[src/rtl/ascx_params.svh]
/*
  Constants of the converter status and control block: register offsets,
  field positions, reset values and timing counts.
  Assumes a 100 MHz sys_clk and a 32-bit AXI4-Lite register bus.
*/
`ifndef ASCX_PARAMS_SVH
`define ASCX_PARAMS_SVH

// =====================================================================
// Register byte offsets
`define ASCX_OFF_SC1 8'h00
`define ASCX_OFF_SC2 8'h04
`define ASCX_OFF_IRQ_STATUS 8'h08
`define ASCX_OFF_IRQ_MASK 8'h0C

// =====================================================================
// Status and control one fields
`define ASCX_SC1_DONE_FLAG 7
`define ASCX_SC1_IRQ_EN 6
`define ASCX_SC1_CONT 5
`define ASCX_SC1_CH_HI 4
`define ASCX_SC1_CH_LO 0
`define ASCX_CH_OFF 5'h1F
`define ASCX_CH_RESERVED 5'h1C
`define ASCX_CH_REF_HIGH 5'h1D
`define ASCX_CH_REF_LOW 5'h1E
`define ASCX_CH_LAST_INPUT 5'h1B

// =====================================================================
// Status and control two fields
`define ASCX_SC2_ACTIVE 7
`define ASCX_SC2_TRIG_SEL 6
`define ASCX_SC2_CMP_EN 5

// =====================================================================
// Interrupt status and mask bits
`define ASCX_IRQ_COMPLETE 0
`define ASCX_IRQ_HW_TRIG 1
`define ASCX_IRQ_BITS 2

// =====================================================================
// Reset values
`define ASCX_SC1_RESET 8'h1F
`define ASCX_SC2_RESET 8'h00
`define ASCX_MASK_RESET 2'h0

// =====================================================================
// Timing
`define ASCX_CLK_MHZ 100
`define ASCX_CONV_TIME_NS 2000
`define ASCX_CONV_CYCLES ((`ASCX_CONV_TIME_NS * `ASCX_CLK_MHZ) / 1000)

// =====================================================================
// AXI responses
`define ASCX_RESP_OKAY 2'h0
`define ASCX_RESP_DECERR 2'h3

`endif

[src/rtl/ascx_pkg.sv]
/*
  Types of the converter status and control block.
  Assumes ascx_params.svh holds all numeric constants.
*/
package ascx_pkg;

  // =====================================================================
  // Conversion sequencer states
  typedef enum logic {
    ASCX_IDLE,
    ASCX_RUN
  } ascx_seq_state_type;

endpackage : ascx_pkg

[src/rtl/ascx_conv_seq.sv]
/*
  Conversion sequencer: times one conversion, repeats in continuous mode,
  and returns the converter to idle after a single conversion.
  Assumes start and abort are one-cycle pulses from the register logic.
*/
`timescale 1ns/100ps
`include "ascx_params.svh"

module ascx_conv_seq
  import ascx_pkg::*;
(
  input wire logic sys_clk,
  input wire logic sys_rst,
  input wire logic clk_en,
  input wire logic start,
  input wire logic abort,
  input wire logic cont_mode,
  output logic busy,
  output logic done,
  output logic start_out
);

  localparam int CONV_CYCLES = `ASCX_CONV_CYCLES;

  ascx_seq_state_type state_q, state_d;
  logic [15:0] count_q, count_d;
  logic done_q, done_d;
  logic start_q, start_d;

  // =====================================================================
  // Next state
  always_comb begin
    state_d = state_q;
    count_d = count_q;
    done_d = 1'b0;
    start_d = 1'b0;
    case (state_q)
      ASCX_IDLE: begin
        if (start) begin
          state_d = ASCX_RUN;
          count_d = 16'h0000;
          start_d = 1'b1;
        end
      end
      ASCX_RUN: begin
        if (abort) begin
          state_d = ASCX_IDLE;
          if (start) begin
            state_d = ASCX_RUN;
            count_d = 16'h0000;
            start_d = 1'b1;
          end
        end else if (count_q == 16'(CONV_CYCLES - 1)) begin
          done_d = 1'b1;
          count_d = 16'h0000;
          if (cont_mode) begin
            start_d = 1'b1;
          end else begin
            state_d = ASCX_IDLE;
          end
        end else begin
          count_d = count_q + 16'h0001;
        end
      end
      default: begin
        state_d = ASCX_IDLE;
      end
    endcase
  end

  // =====================================================================
  // Registers
  always_ff @(posedge sys_clk) begin
    if (sys_rst) begin
      state_q <= ASCX_IDLE;
      count_q <= 16'h0000;
      done_q <= 1'b0;
      start_q <= 1'b0;
    end else if (clk_en) begin
      state_q <= state_d;
      count_q <= count_d;
      done_q <= done_d;
      start_q <= start_d;
    end
  end

  assign busy = (state_q == ASCX_RUN);
  assign done = done_q;
  assign start_out = start_q;

endmodule : ascx_conv_seq

[src/rtl/ascx_status_control.sv]
/*
  Primary status and control logic of a 10-bit converter with an
  AXI4-Lite register slave, conversion start and abort, complete flag,
  channel select and interrupt.
  Assumes the analog core reports the compare outcome on compare_true
  during the cycle done is high, and the result block pulses
  result_low_read when software reads the low result.
*/
// Design decisions made here: the register addresses and the AXI4-Lite slave port.
`timescale 1ns/100ps
`include "ascx_params.svh"

module ascx_status_control
  import ascx_pkg::*;
(
  input wire logic sys_clk,
  input wire logic sys_rst,
  input wire logic clk_en,
  input wire logic [7:0] s_axi_awaddr,
  input wire logic s_axi_awvalid,
  output logic s_axi_awready,
  input wire logic [31:0] s_axi_wdata,
  input wire logic [3:0] s_axi_wstrb,
  input wire logic s_axi_wvalid,
  output logic s_axi_wready,
  output logic [1:0] s_axi_bresp,
  output logic s_axi_bvalid,
  input wire logic s_axi_bready,
  input wire logic [7:0] s_axi_araddr,
  input wire logic s_axi_arvalid,
  output logic s_axi_arready,
  output logic [31:0] s_axi_rdata,
  output logic [1:0] s_axi_rresp,
  output logic s_axi_rvalid,
  input wire logic s_axi_rready,
  input wire logic hardware_trigger_input,
  input wire logic compare_true,
  input wire logic result_low_read,
  output logic conv_start,
  output logic conv_active,
  output logic converter_enable,
  output logic input_isolate,
  output logic [4:0] input_channel_select,
  output logic irq
);

  // =====================================================================
  // Bus state
  logic aw_held_q, aw_held_d;
  logic w_held_q, w_held_d;
  logic [7:0] awaddr_q, awaddr_d;
  logic [31:0] wdata_q, wdata_d;
  logic wstrb0_q, wstrb0_d;
  logic bvalid_q, bvalid_d;
  logic [1:0] bresp_q, bresp_d;
  logic rvalid_q, rvalid_d;
  logic [31:0] rdata_q, rdata_d;
  logic [1:0] rresp_q, rresp_d;
  logic wr_fire;
  logic wr_known;

  // =====================================================================
  // Register state
  logic cflag_q, cflag_d;
  logic ien_q, ien_d;
  logic cont_q, cont_d;
  logic [4:0] chan_q, chan_d;
  logic trig_sel_q, trig_sel_d;
  logic cmp_en_q, cmp_en_d;
  logic [`ASCX_IRQ_BITS-1:0] sts_q, sts_d;
  logic [`ASCX_IRQ_BITS-1:0] mask_q, mask_d;

  // =====================================================================
  // Sequencer links
  logic sc1_write;
  logic new_chan_off;
  logic sw_start;
  logic hw_start;
  logic seq_start;
  logic seq_abort;
  logic seq_cont;
  logic seq_busy;
  logic seq_done;
  logic seq_start_out;
  logic cflag_set;

  // =====================================================================
  // Reset image of status and control one
  localparam logic [7:0] SC1_RESET = `ASCX_SC1_RESET;

  // =====================================================================
  // Write decode
  assign wr_fire = aw_held_q && w_held_q && !bvalid_q;
  assign wr_known = (awaddr_q == `ASCX_OFF_SC1) || (awaddr_q == `ASCX_OFF_SC2) ||
                    (awaddr_q == `ASCX_OFF_IRQ_STATUS) || (awaddr_q == `ASCX_OFF_IRQ_MASK);
  assign sc1_write = wr_fire && (awaddr_q == `ASCX_OFF_SC1) && wstrb0_q;

  // =====================================================================
  // AXI4-Lite write and read channels
  always_comb begin
    aw_held_d = aw_held_q;
    w_held_d = w_held_q;
    awaddr_d = awaddr_q;
    wdata_d = wdata_q;
    wstrb0_d = wstrb0_q;
    bvalid_d = bvalid_q;
    bresp_d = bresp_q;
    rvalid_d = rvalid_q;
    rdata_d = rdata_q;
    rresp_d = rresp_q;
    if (s_axi_awvalid && s_axi_awready) begin
      aw_held_d = 1'b1;
      awaddr_d = {s_axi_awaddr[7:2], 2'b00};
    end
    if (s_axi_wvalid && s_axi_wready) begin
      w_held_d = 1'b1;
      wdata_d = s_axi_wdata;
      wstrb0_d = s_axi_wstrb[0];
    end
    if (wr_fire) begin
      aw_held_d = 1'b0;
      w_held_d = 1'b0;
      bvalid_d = 1'b1;
      bresp_d = wr_known ? `ASCX_RESP_OKAY : `ASCX_RESP_DECERR;
    end else if (bvalid_q && s_axi_bready) begin
      bvalid_d = 1'b0;
    end
    if (s_axi_arvalid && s_axi_arready) begin
      rvalid_d = 1'b1;
      rresp_d = `ASCX_RESP_OKAY;
      rdata_d = 32'h0000_0000;
      case ({s_axi_araddr[7:2], 2'b00})
        `ASCX_OFF_SC1: begin
          rdata_d[7:0] = {cflag_q, ien_q, cont_q, chan_q};
        end
        `ASCX_OFF_SC2: begin
          rdata_d[`ASCX_SC2_ACTIVE] = seq_busy;
          rdata_d[`ASCX_SC2_TRIG_SEL] = trig_sel_q;
          rdata_d[`ASCX_SC2_CMP_EN] = cmp_en_q;
        end
        `ASCX_OFF_IRQ_STATUS: begin
          rdata_d[`ASCX_IRQ_BITS-1:0] = sts_q;
        end
        `ASCX_OFF_IRQ_MASK: begin
          rdata_d[`ASCX_IRQ_BITS-1:0] = mask_q;
        end
        default: begin
          rresp_d = `ASCX_RESP_DECERR;
        end
      endcase
    end else if (rvalid_q && s_axi_rready) begin
      rvalid_d = 1'b0;
    end
  end

  always_ff @(posedge sys_clk) begin
    if (sys_rst) begin
      aw_held_q <= 1'b0;
      w_held_q <= 1'b0;
      awaddr_q <= 8'h00;
      wdata_q <= 32'h0000_0000;
      wstrb0_q <= 1'b0;
      bvalid_q <= 1'b0;
      bresp_q <= `ASCX_RESP_OKAY;
      rvalid_q <= 1'b0;
      rdata_q <= 32'h0000_0000;
      rresp_q <= `ASCX_RESP_OKAY;
    end else if (clk_en) begin
      aw_held_q <= aw_held_d;
      w_held_q <= w_held_d;
      awaddr_q <= awaddr_d;
      wdata_q <= wdata_d;
      wstrb0_q <= wstrb0_d;
      bvalid_q <= bvalid_d;
      bresp_q <= bresp_d;
      rvalid_q <= rvalid_d;
      rdata_q <= rdata_d;
      rresp_q <= rresp_d;
    end
  end

  assign s_axi_awready = clk_en && !aw_held_q && !bvalid_q;
  assign s_axi_wready = clk_en && !w_held_q && !bvalid_q;
  assign s_axi_arready = clk_en && !rvalid_q;
  assign s_axi_bvalid = bvalid_q;
  assign s_axi_bresp = bresp_q;
  assign s_axi_rvalid = rvalid_q;
  assign s_axi_rdata = rdata_q;
  assign s_axi_rresp = rresp_q;

  // =====================================================================
  // Start and abort decisions
  assign new_chan_off = (wdata_q[`ASCX_SC1_CH_HI:`ASCX_SC1_CH_LO] == `ASCX_CH_OFF);
  assign sw_start = sc1_write && !trig_sel_q && !new_chan_off;
  // With trig_sel_q set, each overflow pulse starts one conversion when idle, with the channel not off and no status and control one write in that cycle
  assign hw_start = trig_sel_q && hardware_trigger_input && !seq_busy &&
                    !sc1_write && (chan_q != `ASCX_CH_OFF);
  assign seq_start = sw_start || hw_start;
  assign seq_abort = sc1_write;
  assign seq_cont = cont_q && (chan_q != `ASCX_CH_OFF);

  ascx_conv_seq u_conv_seq (
    .sys_clk(sys_clk),
    .sys_rst(sys_rst),
    .clk_en(clk_en),
    .start(seq_start),
    .abort(seq_abort),
    .cont_mode(seq_cont),
    .busy(seq_busy),
    .done(seq_done),
    .start_out(seq_start_out)
  );

  assign cflag_set = seq_done && (!cmp_en_q || compare_true);

  // =====================================================================
  // Control registers and complete flag
  always_comb begin
    cflag_d = cflag_q;
    ien_d = ien_q;
    cont_d = cont_q;
    chan_d = chan_q;
    trig_sel_d = trig_sel_q;
    cmp_en_d = cmp_en_q;
    sts_d = sts_q;
    mask_d = mask_q;
    if (sc1_write || result_low_read) begin
      cflag_d = 1'b0;
    end
    if (cflag_set) begin
      cflag_d = 1'b1;
    end
    if (sc1_write) begin
      ien_d = wdata_q[`ASCX_SC1_IRQ_EN];
      cont_d = wdata_q[`ASCX_SC1_CONT];
      chan_d = wdata_q[`ASCX_SC1_CH_HI:`ASCX_SC1_CH_LO];
    end
    if (wr_fire && wstrb0_q && (awaddr_q == `ASCX_OFF_SC2)) begin
      trig_sel_d = wdata_q[`ASCX_SC2_TRIG_SEL];
      cmp_en_d = wdata_q[`ASCX_SC2_CMP_EN];
    end
    if (wr_fire && wstrb0_q && (awaddr_q == `ASCX_OFF_IRQ_MASK)) begin
      mask_d = wdata_q[`ASCX_IRQ_BITS-1:0];
    end
    if (wr_fire && wstrb0_q && (awaddr_q == `ASCX_OFF_IRQ_STATUS)) begin
      sts_d = sts_q & ~wdata_q[`ASCX_IRQ_BITS-1:0];
    end
    // Set wins over a same-cycle clear
    if (cflag_set && ien_q) begin
      sts_d[`ASCX_IRQ_COMPLETE] = 1'b1;
    end
    if (hw_start) begin
      sts_d[`ASCX_IRQ_HW_TRIG] = 1'b1;
    end
  end

  always_ff @(posedge sys_clk) begin
    if (sys_rst) begin
      cflag_q <= SC1_RESET[`ASCX_SC1_DONE_FLAG];
      ien_q <= SC1_RESET[`ASCX_SC1_IRQ_EN];
      cont_q <= SC1_RESET[`ASCX_SC1_CONT];
      chan_q <= SC1_RESET[`ASCX_SC1_CH_HI:`ASCX_SC1_CH_LO];
      trig_sel_q <= 1'b0;
      cmp_en_q <= 1'b0;
      sts_q <= '0;
      mask_q <= `ASCX_MASK_RESET;
    end else if (clk_en) begin
      cflag_q <= cflag_d;
      ien_q <= ien_d;
      cont_q <= cont_d;
      chan_q <= chan_d;
      trig_sel_q <= trig_sel_d;
      cmp_en_q <= cmp_en_d;
      sts_q <= sts_d;
      mask_q <= mask_d;
    end
  end

  // =====================================================================
  // Outputs to the analog core and the interrupt line
  assign conv_start = seq_start_out;
  assign conv_active = seq_busy;
  assign converter_enable = seq_busy && (chan_q != `ASCX_CH_OFF);
  assign input_isolate = (chan_q == `ASCX_CH_OFF);
  assign input_channel_select = chan_q;
  assign irq = |(sts_q & mask_q);

endmodule : ascx_status_control

[config.mk]
export PLATFORM = sky130hd
export DESIGN_NAME = ascx_status_control
export DESIGN_NICKNAME = d
export VERILOG_FILES = /design/src/rtl/ascx_pkg.sv /design/src/rtl/ascx_conv_seq.sv /design/src/rtl/ascx_status_control.sv
export VERILOG_INCLUDE_DIRS = /design/src /design/src/rtl
export SDC_FILE = /design/constraint.sdc
export NUM_CORES = 1
export LEC_CHECK = 0
export ABC_CLOCK_PERIOD_IN_PS = 2450
export BUFFER_PORTS_ARGS = -buffer_cell sky130_fd_sc_hd__buf_4
export CORE_MARGIN = 5
export CORE_UTILIZATION = 49
export CTS_BUF_LIST = sky130_fd_sc_hd__clkbuf_16
export DETAILED_ROUTE_END_ITERATION = 12
export PLACE_DENSITY = 0.86
export SKIP_LAST_GASP = 1
export SYNTH_ARGS = -nofsm -noshare
export SYNTH_HDL_FRONTEND = slang
export SYNTH_SLANG_ARGS = --single-unit
[constraint.sdc]
create_clock -name sys_clk -period 2.45 [get_ports sys_clk]
set_input_delay 0 -clock sys_clk [delete_from_list [all_inputs] [get_ports sys_clk]]
set_output_delay 0 -clock sys_clk [all_outputs]
set_load 0.01 [all_outputs]
==> out/results.ini, run 1 <==
[timing]
timing.final.crit_share_pct = 95.8
max_freq_mhz = 426
slew_headroom_pct = 41.5
hold_violations = 0
timing.setup.tns_ns = 0
finalSetupViolations = 0
timing.final.crit_period_ns = 2.35
drv_slew = 0
worst_pin_slew_ns = 0.871
fin_skew_ns = 0.00379
grt_setup_unrepaired = false

[power]
power_density_mw_per_mm2 = 685
vdd_ir_drop_max_v = 0.000488
power_mw = 2.61
leakage_nw = 1.60

[setup_path]
critPathKind = flip-flop to flip-flop
r2r_setup_slack_ns = 0.10
max_stage_delay_ns = 0.61
cp_slowest_cell = or4_4
critical_path_arrival_ns = 2.52
cp-start-kind = flip-flop
startpoint = awaddr_q[4]
endpoint_kind = flip-flop
path_buf_inv = 0
r2r-start = awaddr_q[4]
crit_chain = or4_4 -> nor4_4 -> mux2i_1 -> nor2_1 -> o311ai_0
crit_fanout = 7
path_delay_family = simple AND/OR/NAND/NOR gates
required_ns = 2.63

[clock_tree]
cts_buffers = 9
clk_pin_slew_ns = 0.05
cts-htree-levels = 3
clk_latency_ns = 0.32
cts_buffer_depth = 2
cts_resized = 0
root_buffer = clkbuf_16
cts.sinks = 61
cts_tree = yes
cts_hold_buf = 16
post_cts_buffers = 0

[floorplan]
initial_core_util_pct = 50.3
pin_count = 114
dieArea_mm2 = 0.00773
die_width_um = 87.9
row_count = 28
core-area_mm2 = 0.00592
chipHeight_um = 87.9

[grt]
grt.total_usage_pct = 19.4
grt_antenna_before_repair = 0
grt_pass1_wl_mm = 11.8
grt_max_degree = 47
first_global_vias = 2554
overflow = 0

[detailed_routing]
ant_nets = 0
drt-initial-drc-count = 243
route.detailed.drc = 0
drt-total-wl_mm = 7.42
drt_pass1_iterations = 5
avgRoutedWirePerCell_um = 14.8
vias = 2821
via_per_inst = 5.64

[synth]
ys.flop_type = dfxtp_1
yosysSeqAreaShare_pct = 41.0
synth_area_mm2 = 0.00298
synth_cells = 355
ys_ff_latch = 61
syn_area_per_cell_um2 = 8.38
yosys_warnings = 0
synth_edf_count = 0
async_reset_ff_share_pct = 0
synth_cell_type_count = 48

[worst_hold_path]
min_from = s_axi_bready
hold_path_class = primary input to flip-flop

[cells_and_area]
final_nets = 484
fillers = 473
drive_above_1_share_pct = 19.8
synthToLayoutAreaGrowth_pct = 28.0
antenna_cells = 0

[place]
io_buffer_count = 57
hpwl_mm = 5.20
gp_congestion = 0.944

[job]
drv_cap = 0

[status]
status = finished, final reports clean

==> metrics by stage <==
stage / hold WS [ns] / cells / cell area, um2 / util (%) / setup WS, ns
floorplan: 0.136 / 378 / 3060 / - / 0.339
global placement: 0.231 / 468 / 3320 / 56.0 / 0.259
detailed placement: 0.246 / 468 / 3320 / 56.0 / 0.208
CTS: 0.00277 / 500 / 3810 / 64.3 / 0.145
global route: 0.0457 / 500 / 3810 / 64.3 / 0.0251
finish: 0.0279 / 500 / 3810 / 64.3 / 0.103
==> routing by layer <==
layer	vias up	GRT usage [%]	wire length, um
li1	1350	-	-
met5	-	0	0
met3	18	3.48	676
met1	1301	23.7	3070
met2	152	31.8	3510
met4	0	11.2	165
==> tightest hold or removal path: stages <==
cell and delay, ns:
buf_4 0.11, nand2_1 0.05, a21oi_1 0.06, nor2_1 0.09
==> synthesized netlist by cell type (all sizes together), types with 2 or more instances <==
cell type	instances	area, um2
a211o	7	62.6
a211oi	3	22.5
a21oi	23	115
a22o	5	45.0
a22oi	5	37.5
a31oi	4	25.0
a41oi	3	26.3
and2	3	20.0
and3	8	50.1
and4	4	35.0
buf	29	223
clkbuf	14	52.6
dfxtp	61	1220
inv	6	22.5
mux2	3	33.8
mux2i	14	140
nand2	49	184
nand2b	2	12.5
nand3	13	65.1
nand4	5	31.3
nand4b	2	17.5
nor2	36	135
nor2b	2	12.5
nor3	20	100
nor4	6	52.6
nor4bb	2	20.0
o21a	4	30.0
o21ai	3	15.0
or2	2	12.5
or3	5	31.3
or4	2	18.8
==> flip-flops by register name, summed over array words and instances, names as in the netlist, 2 cells and up <==
| signal | count |
|---|---|
| mask_q | 2 |
| wdata_q | 7 |
| u_conv_seq.count_q | 16 |
| s_axi_rdata | 8 |
| awaddr_q | 6 |
| sts_q | 2 |
| input_channel_select | 5 |
==> kinds of logic (layout without fill, tap and decap cells) <==
logic type / after synthesis / count (layout) / share of synthesized area, %
AND/OR/NAND/NOR: 162 / 162 / 27.2
XOR/XNOR: 1 / 1 / 0.294
flip-flops: 61 / 61 / 41.0
multiplexers: 17 / 17 / 5.84
AO/OA/AOI/OAI: 63 / 63 / 15.1
adder cells (fa/ha/maj): 1 / 1 / 0.420
buffers and inverters: 49 / 96 / 10.0
other: 1 / 24 / 0.126
==> placed cells by master (no fill, tap or decap), types with 5 or more instances in the layout <==
| cell type | instances |
|---|---|
| a211o_1 | 6 |
| mux2i_1 | 14 |
| nor2_1 | 36 |
| dfxtp_1 | 61 |
| dlygate4sd3_1 | 16 |
| a21oi_1 | 23 |
| clkbuf_16 | 9 |
| and3_1 | 8 |
| nand3_1 | 13 |
| nand4_1 | 5 |
| nor3_1 | 20 |
| nor4_1 | 5 |
| a22oi_1 | 5 |
| inv_1 | 8 |
| conb_1 | 24 |
| nand2_1 | 49 |
| buf_4 | 58 |
| or3_1 | 5 |
==> report_power, final <==
group          switching [mW]  leakage (nW)  internal (mW)
registers              0.0183         0.494           1.01
logic                   0.100         0.941         0.0841
clock network           0.418         0.169          0.979
==> final timing paths <==
kind / cells after the start / endpoint
hold reg to reg: 2 / s_axi_rvalid
hold / removal: 4 / s_axi_bvalid
setup reg to reg: 5 / u_conv_seq.count_q[3]
setup / recovery: 5 / u_conv_seq.count_q[3]
==> cell type report <==
type	instances	area (um2)	area share (%)
multi-input cells	268	1540	40.5
flip-flops and latches	61	1220	32.1
repair buffers	74	596	15.6
clock buffers	9	225	5.91
clock inverters	7	106	2.79
well taps	75	93.8	2.46
inverters	6	22.5	0.591
(Power assumes the default switching activity.)
==> run 2, diff against run 1 <==
- BUFFER_PORTS_ARGS: -buffer_cell sky130_fd_sc_hd__buf_4 -> unset
- CAP_MARGIN: unset -> 20
- CORE_UTILIZATION: 49 -> 30
- DONT_BUFFER_PORTS: unset -> 1
- PLACE_DENSITY: 0.86 -> 0.5
==> out/results.ini, run 2 (synthesis gave the netlist of run 1 again) <==
[clock_tree]
cts_tree = yes
cts-htree-levels = 3
cts_hold_buf = 29
cts_buffers = 9
root_buffer = clkbuf_16
post_cts_buffers = 0
cts.sinks = 61
clk_latency_ns = 0.32
cts_resized = 0
clk_pin_slew_ns = 0.06
cts_buffer_depth = 2

[grt]
first_global_vias = 2460
grt_pass1_wl_mm = 12.6
grt.total_usage_pct = 13.5
grt_antenna_before_repair = 0
overflow = 0
grt_max_degree = 47

[timing]
slew_headroom_pct = 36.5
timing.final.crit_period_ns = 2.30
finalSetupViolations = 0
hold_violations = 0
max_freq_mhz = 434
grt_setup_unrepaired = false
worst_pin_slew_ns = 0.945
fin_skew_ns = 0.00850
drv_slew = 0
timing.setup.tns_ns = 0
timing.final.crit_share_pct = 94.1

[setup_path]
required_ns = 2.66
worstRegToRegCells = 5
critical_path_arrival_ns = 2.52
cp-start-kind = flip-flop
r2r-start = awaddr_q[4]
crit_fanout = 7
endpoint_kind = flip-flop
r2r_setup_slack_ns = 0.15
critPathKind = flip-flop to flip-flop
r2r-end = u_conv_seq.count_q[15]

[detailed_routing]
drt_pass1_iterations = 4
via_per_inst = 4.94
drt-initial-drc-count = 135
ant_nets = 0
drt-total-wl_mm = 7.74
route.detailed.drc = 0
vias = 2547
avgRoutedWirePerCell_um = 15.0

[cells_and_area]
largest_register_ffs = 16
antenna_cells = 0
top_register = u_conv_seq.count_q
final_common_cell = dfxtp_1
drive_above_1_share_pct = 8.09
final_nets = 443
synthToLayoutAreaGrowth_pct = 19.0
final_cell_mix = dfxtp_1, nand2_1, nor2_1, dlygate4sd3_1, conb_1

[power]
power_density_mw_per_mm2 = 644
intPower_mw = 1.74
comb_power_share_pct = 6.6
power_mw = 2.28
switching_share_pct = 23.8
clkPwrFrac_pct = 48.2
leakage_nw = 1.37
power.net_switching_mw = 0.542
seqPwrFrac_pct = 45.2
vdd_ir_drop_max_v = 0.000265

[place]
io_buffer_count = 0
hpwl_mm = 5.45
gp_congestion = 0.807

[floorplan]
pin_count = 114
dieArea_mm2 = 0.0120
chipHeight_um = 110
die_width_um = 110
row_count = 36
core-area_mm2 = 0.00973
initial_core_util_pct = 30.6

[job]
drv_cap = 0

[worst_hold_path]
hold_path_class = primary input to flip-flop
holdPathStages = 3
min_from = clk_en
hold_path_end = s_axi_bresp[0]

[status]
status = finished, final reports clean

## run 2: worst max path at each step
stage,start,endpoint
2_1_floorplan,awaddr_q[4],u_conv_seq.count_q[11]
3_3_place_gp,awaddr_q[4],u_conv_seq.count_q[14]
3_5_place_dp,awaddr_q[4],u_conv_seq.count_q[15]
4_1_cts,awaddr_q[4],u_conv_seq.count_q[15]
5_1_grt,u_conv_seq.count_q[0],u_conv_seq.count_q[3]
6_report,awaddr_q[4],u_conv_seq.count_q[15]
## run 2: stage by stage
stage               cells  utilization [%]  instance area [um2]  worst slack [ns]  hold WS [ns]
floorplan             378                -                 3060             0.339         0.136
global route          516             36.4                 3540            0.0328        0.0367
detailed placement    472             30.7                 2980             0.162        0.0788
finish                516             36.4                 3540             0.145        0.0286
global placement      472             30.7                 2980             0.167        0.0748
CTS                   516             36.4                 3540             0.157        0.0148
## run 2: per-layer routing
metal / vias up / GRT usage, % / wire length, um
met5: - / 0 / 0
met1: 1190 / 17.2 / 3440
met2: 76 / 21.4 / 3620
met4: 0 / 4.10 / 85
li1: 1273 / - / -
met3: 8 / 4.87 / 596
## run 2: worst max-delay path, stage by stage, from the launching register on
cell and delay (ns):
dfxtp_1 0.31, or4_4 0.62, o41ai_4 0.51, nor2_1 0.22
and4_1 0.24, a211o_2 0.29
## run 2: final cells by class
| cell class | count | area [um2] |
|---|---|---|
| repair buffers | 33 | 330 |
| flip-flops and latches | 61 | 1220 |
| clock buffers | 9 | 225 |
| inverters | 6 | 22.5 |
| clock inverters | 6 | 31.3 |
| well taps | 133 | 166 |
| multi-input cells | 268 | 1540 |
| fillers | 1032 | 6190 |
## run 2: power by group through the flow
stage	registers [mW]	clock network (mW)	logic [mW]
2_1_floorplan	1.05	0	0.133
3_3_place_gp	1.05	0	0.0930
3_5_place_dp	1.05	0	0.0948
4_1_cts	1.03	1.13	0.149
5_1_grt	1.03	1.17	0.167
6_report	1.03	1.10	0.149
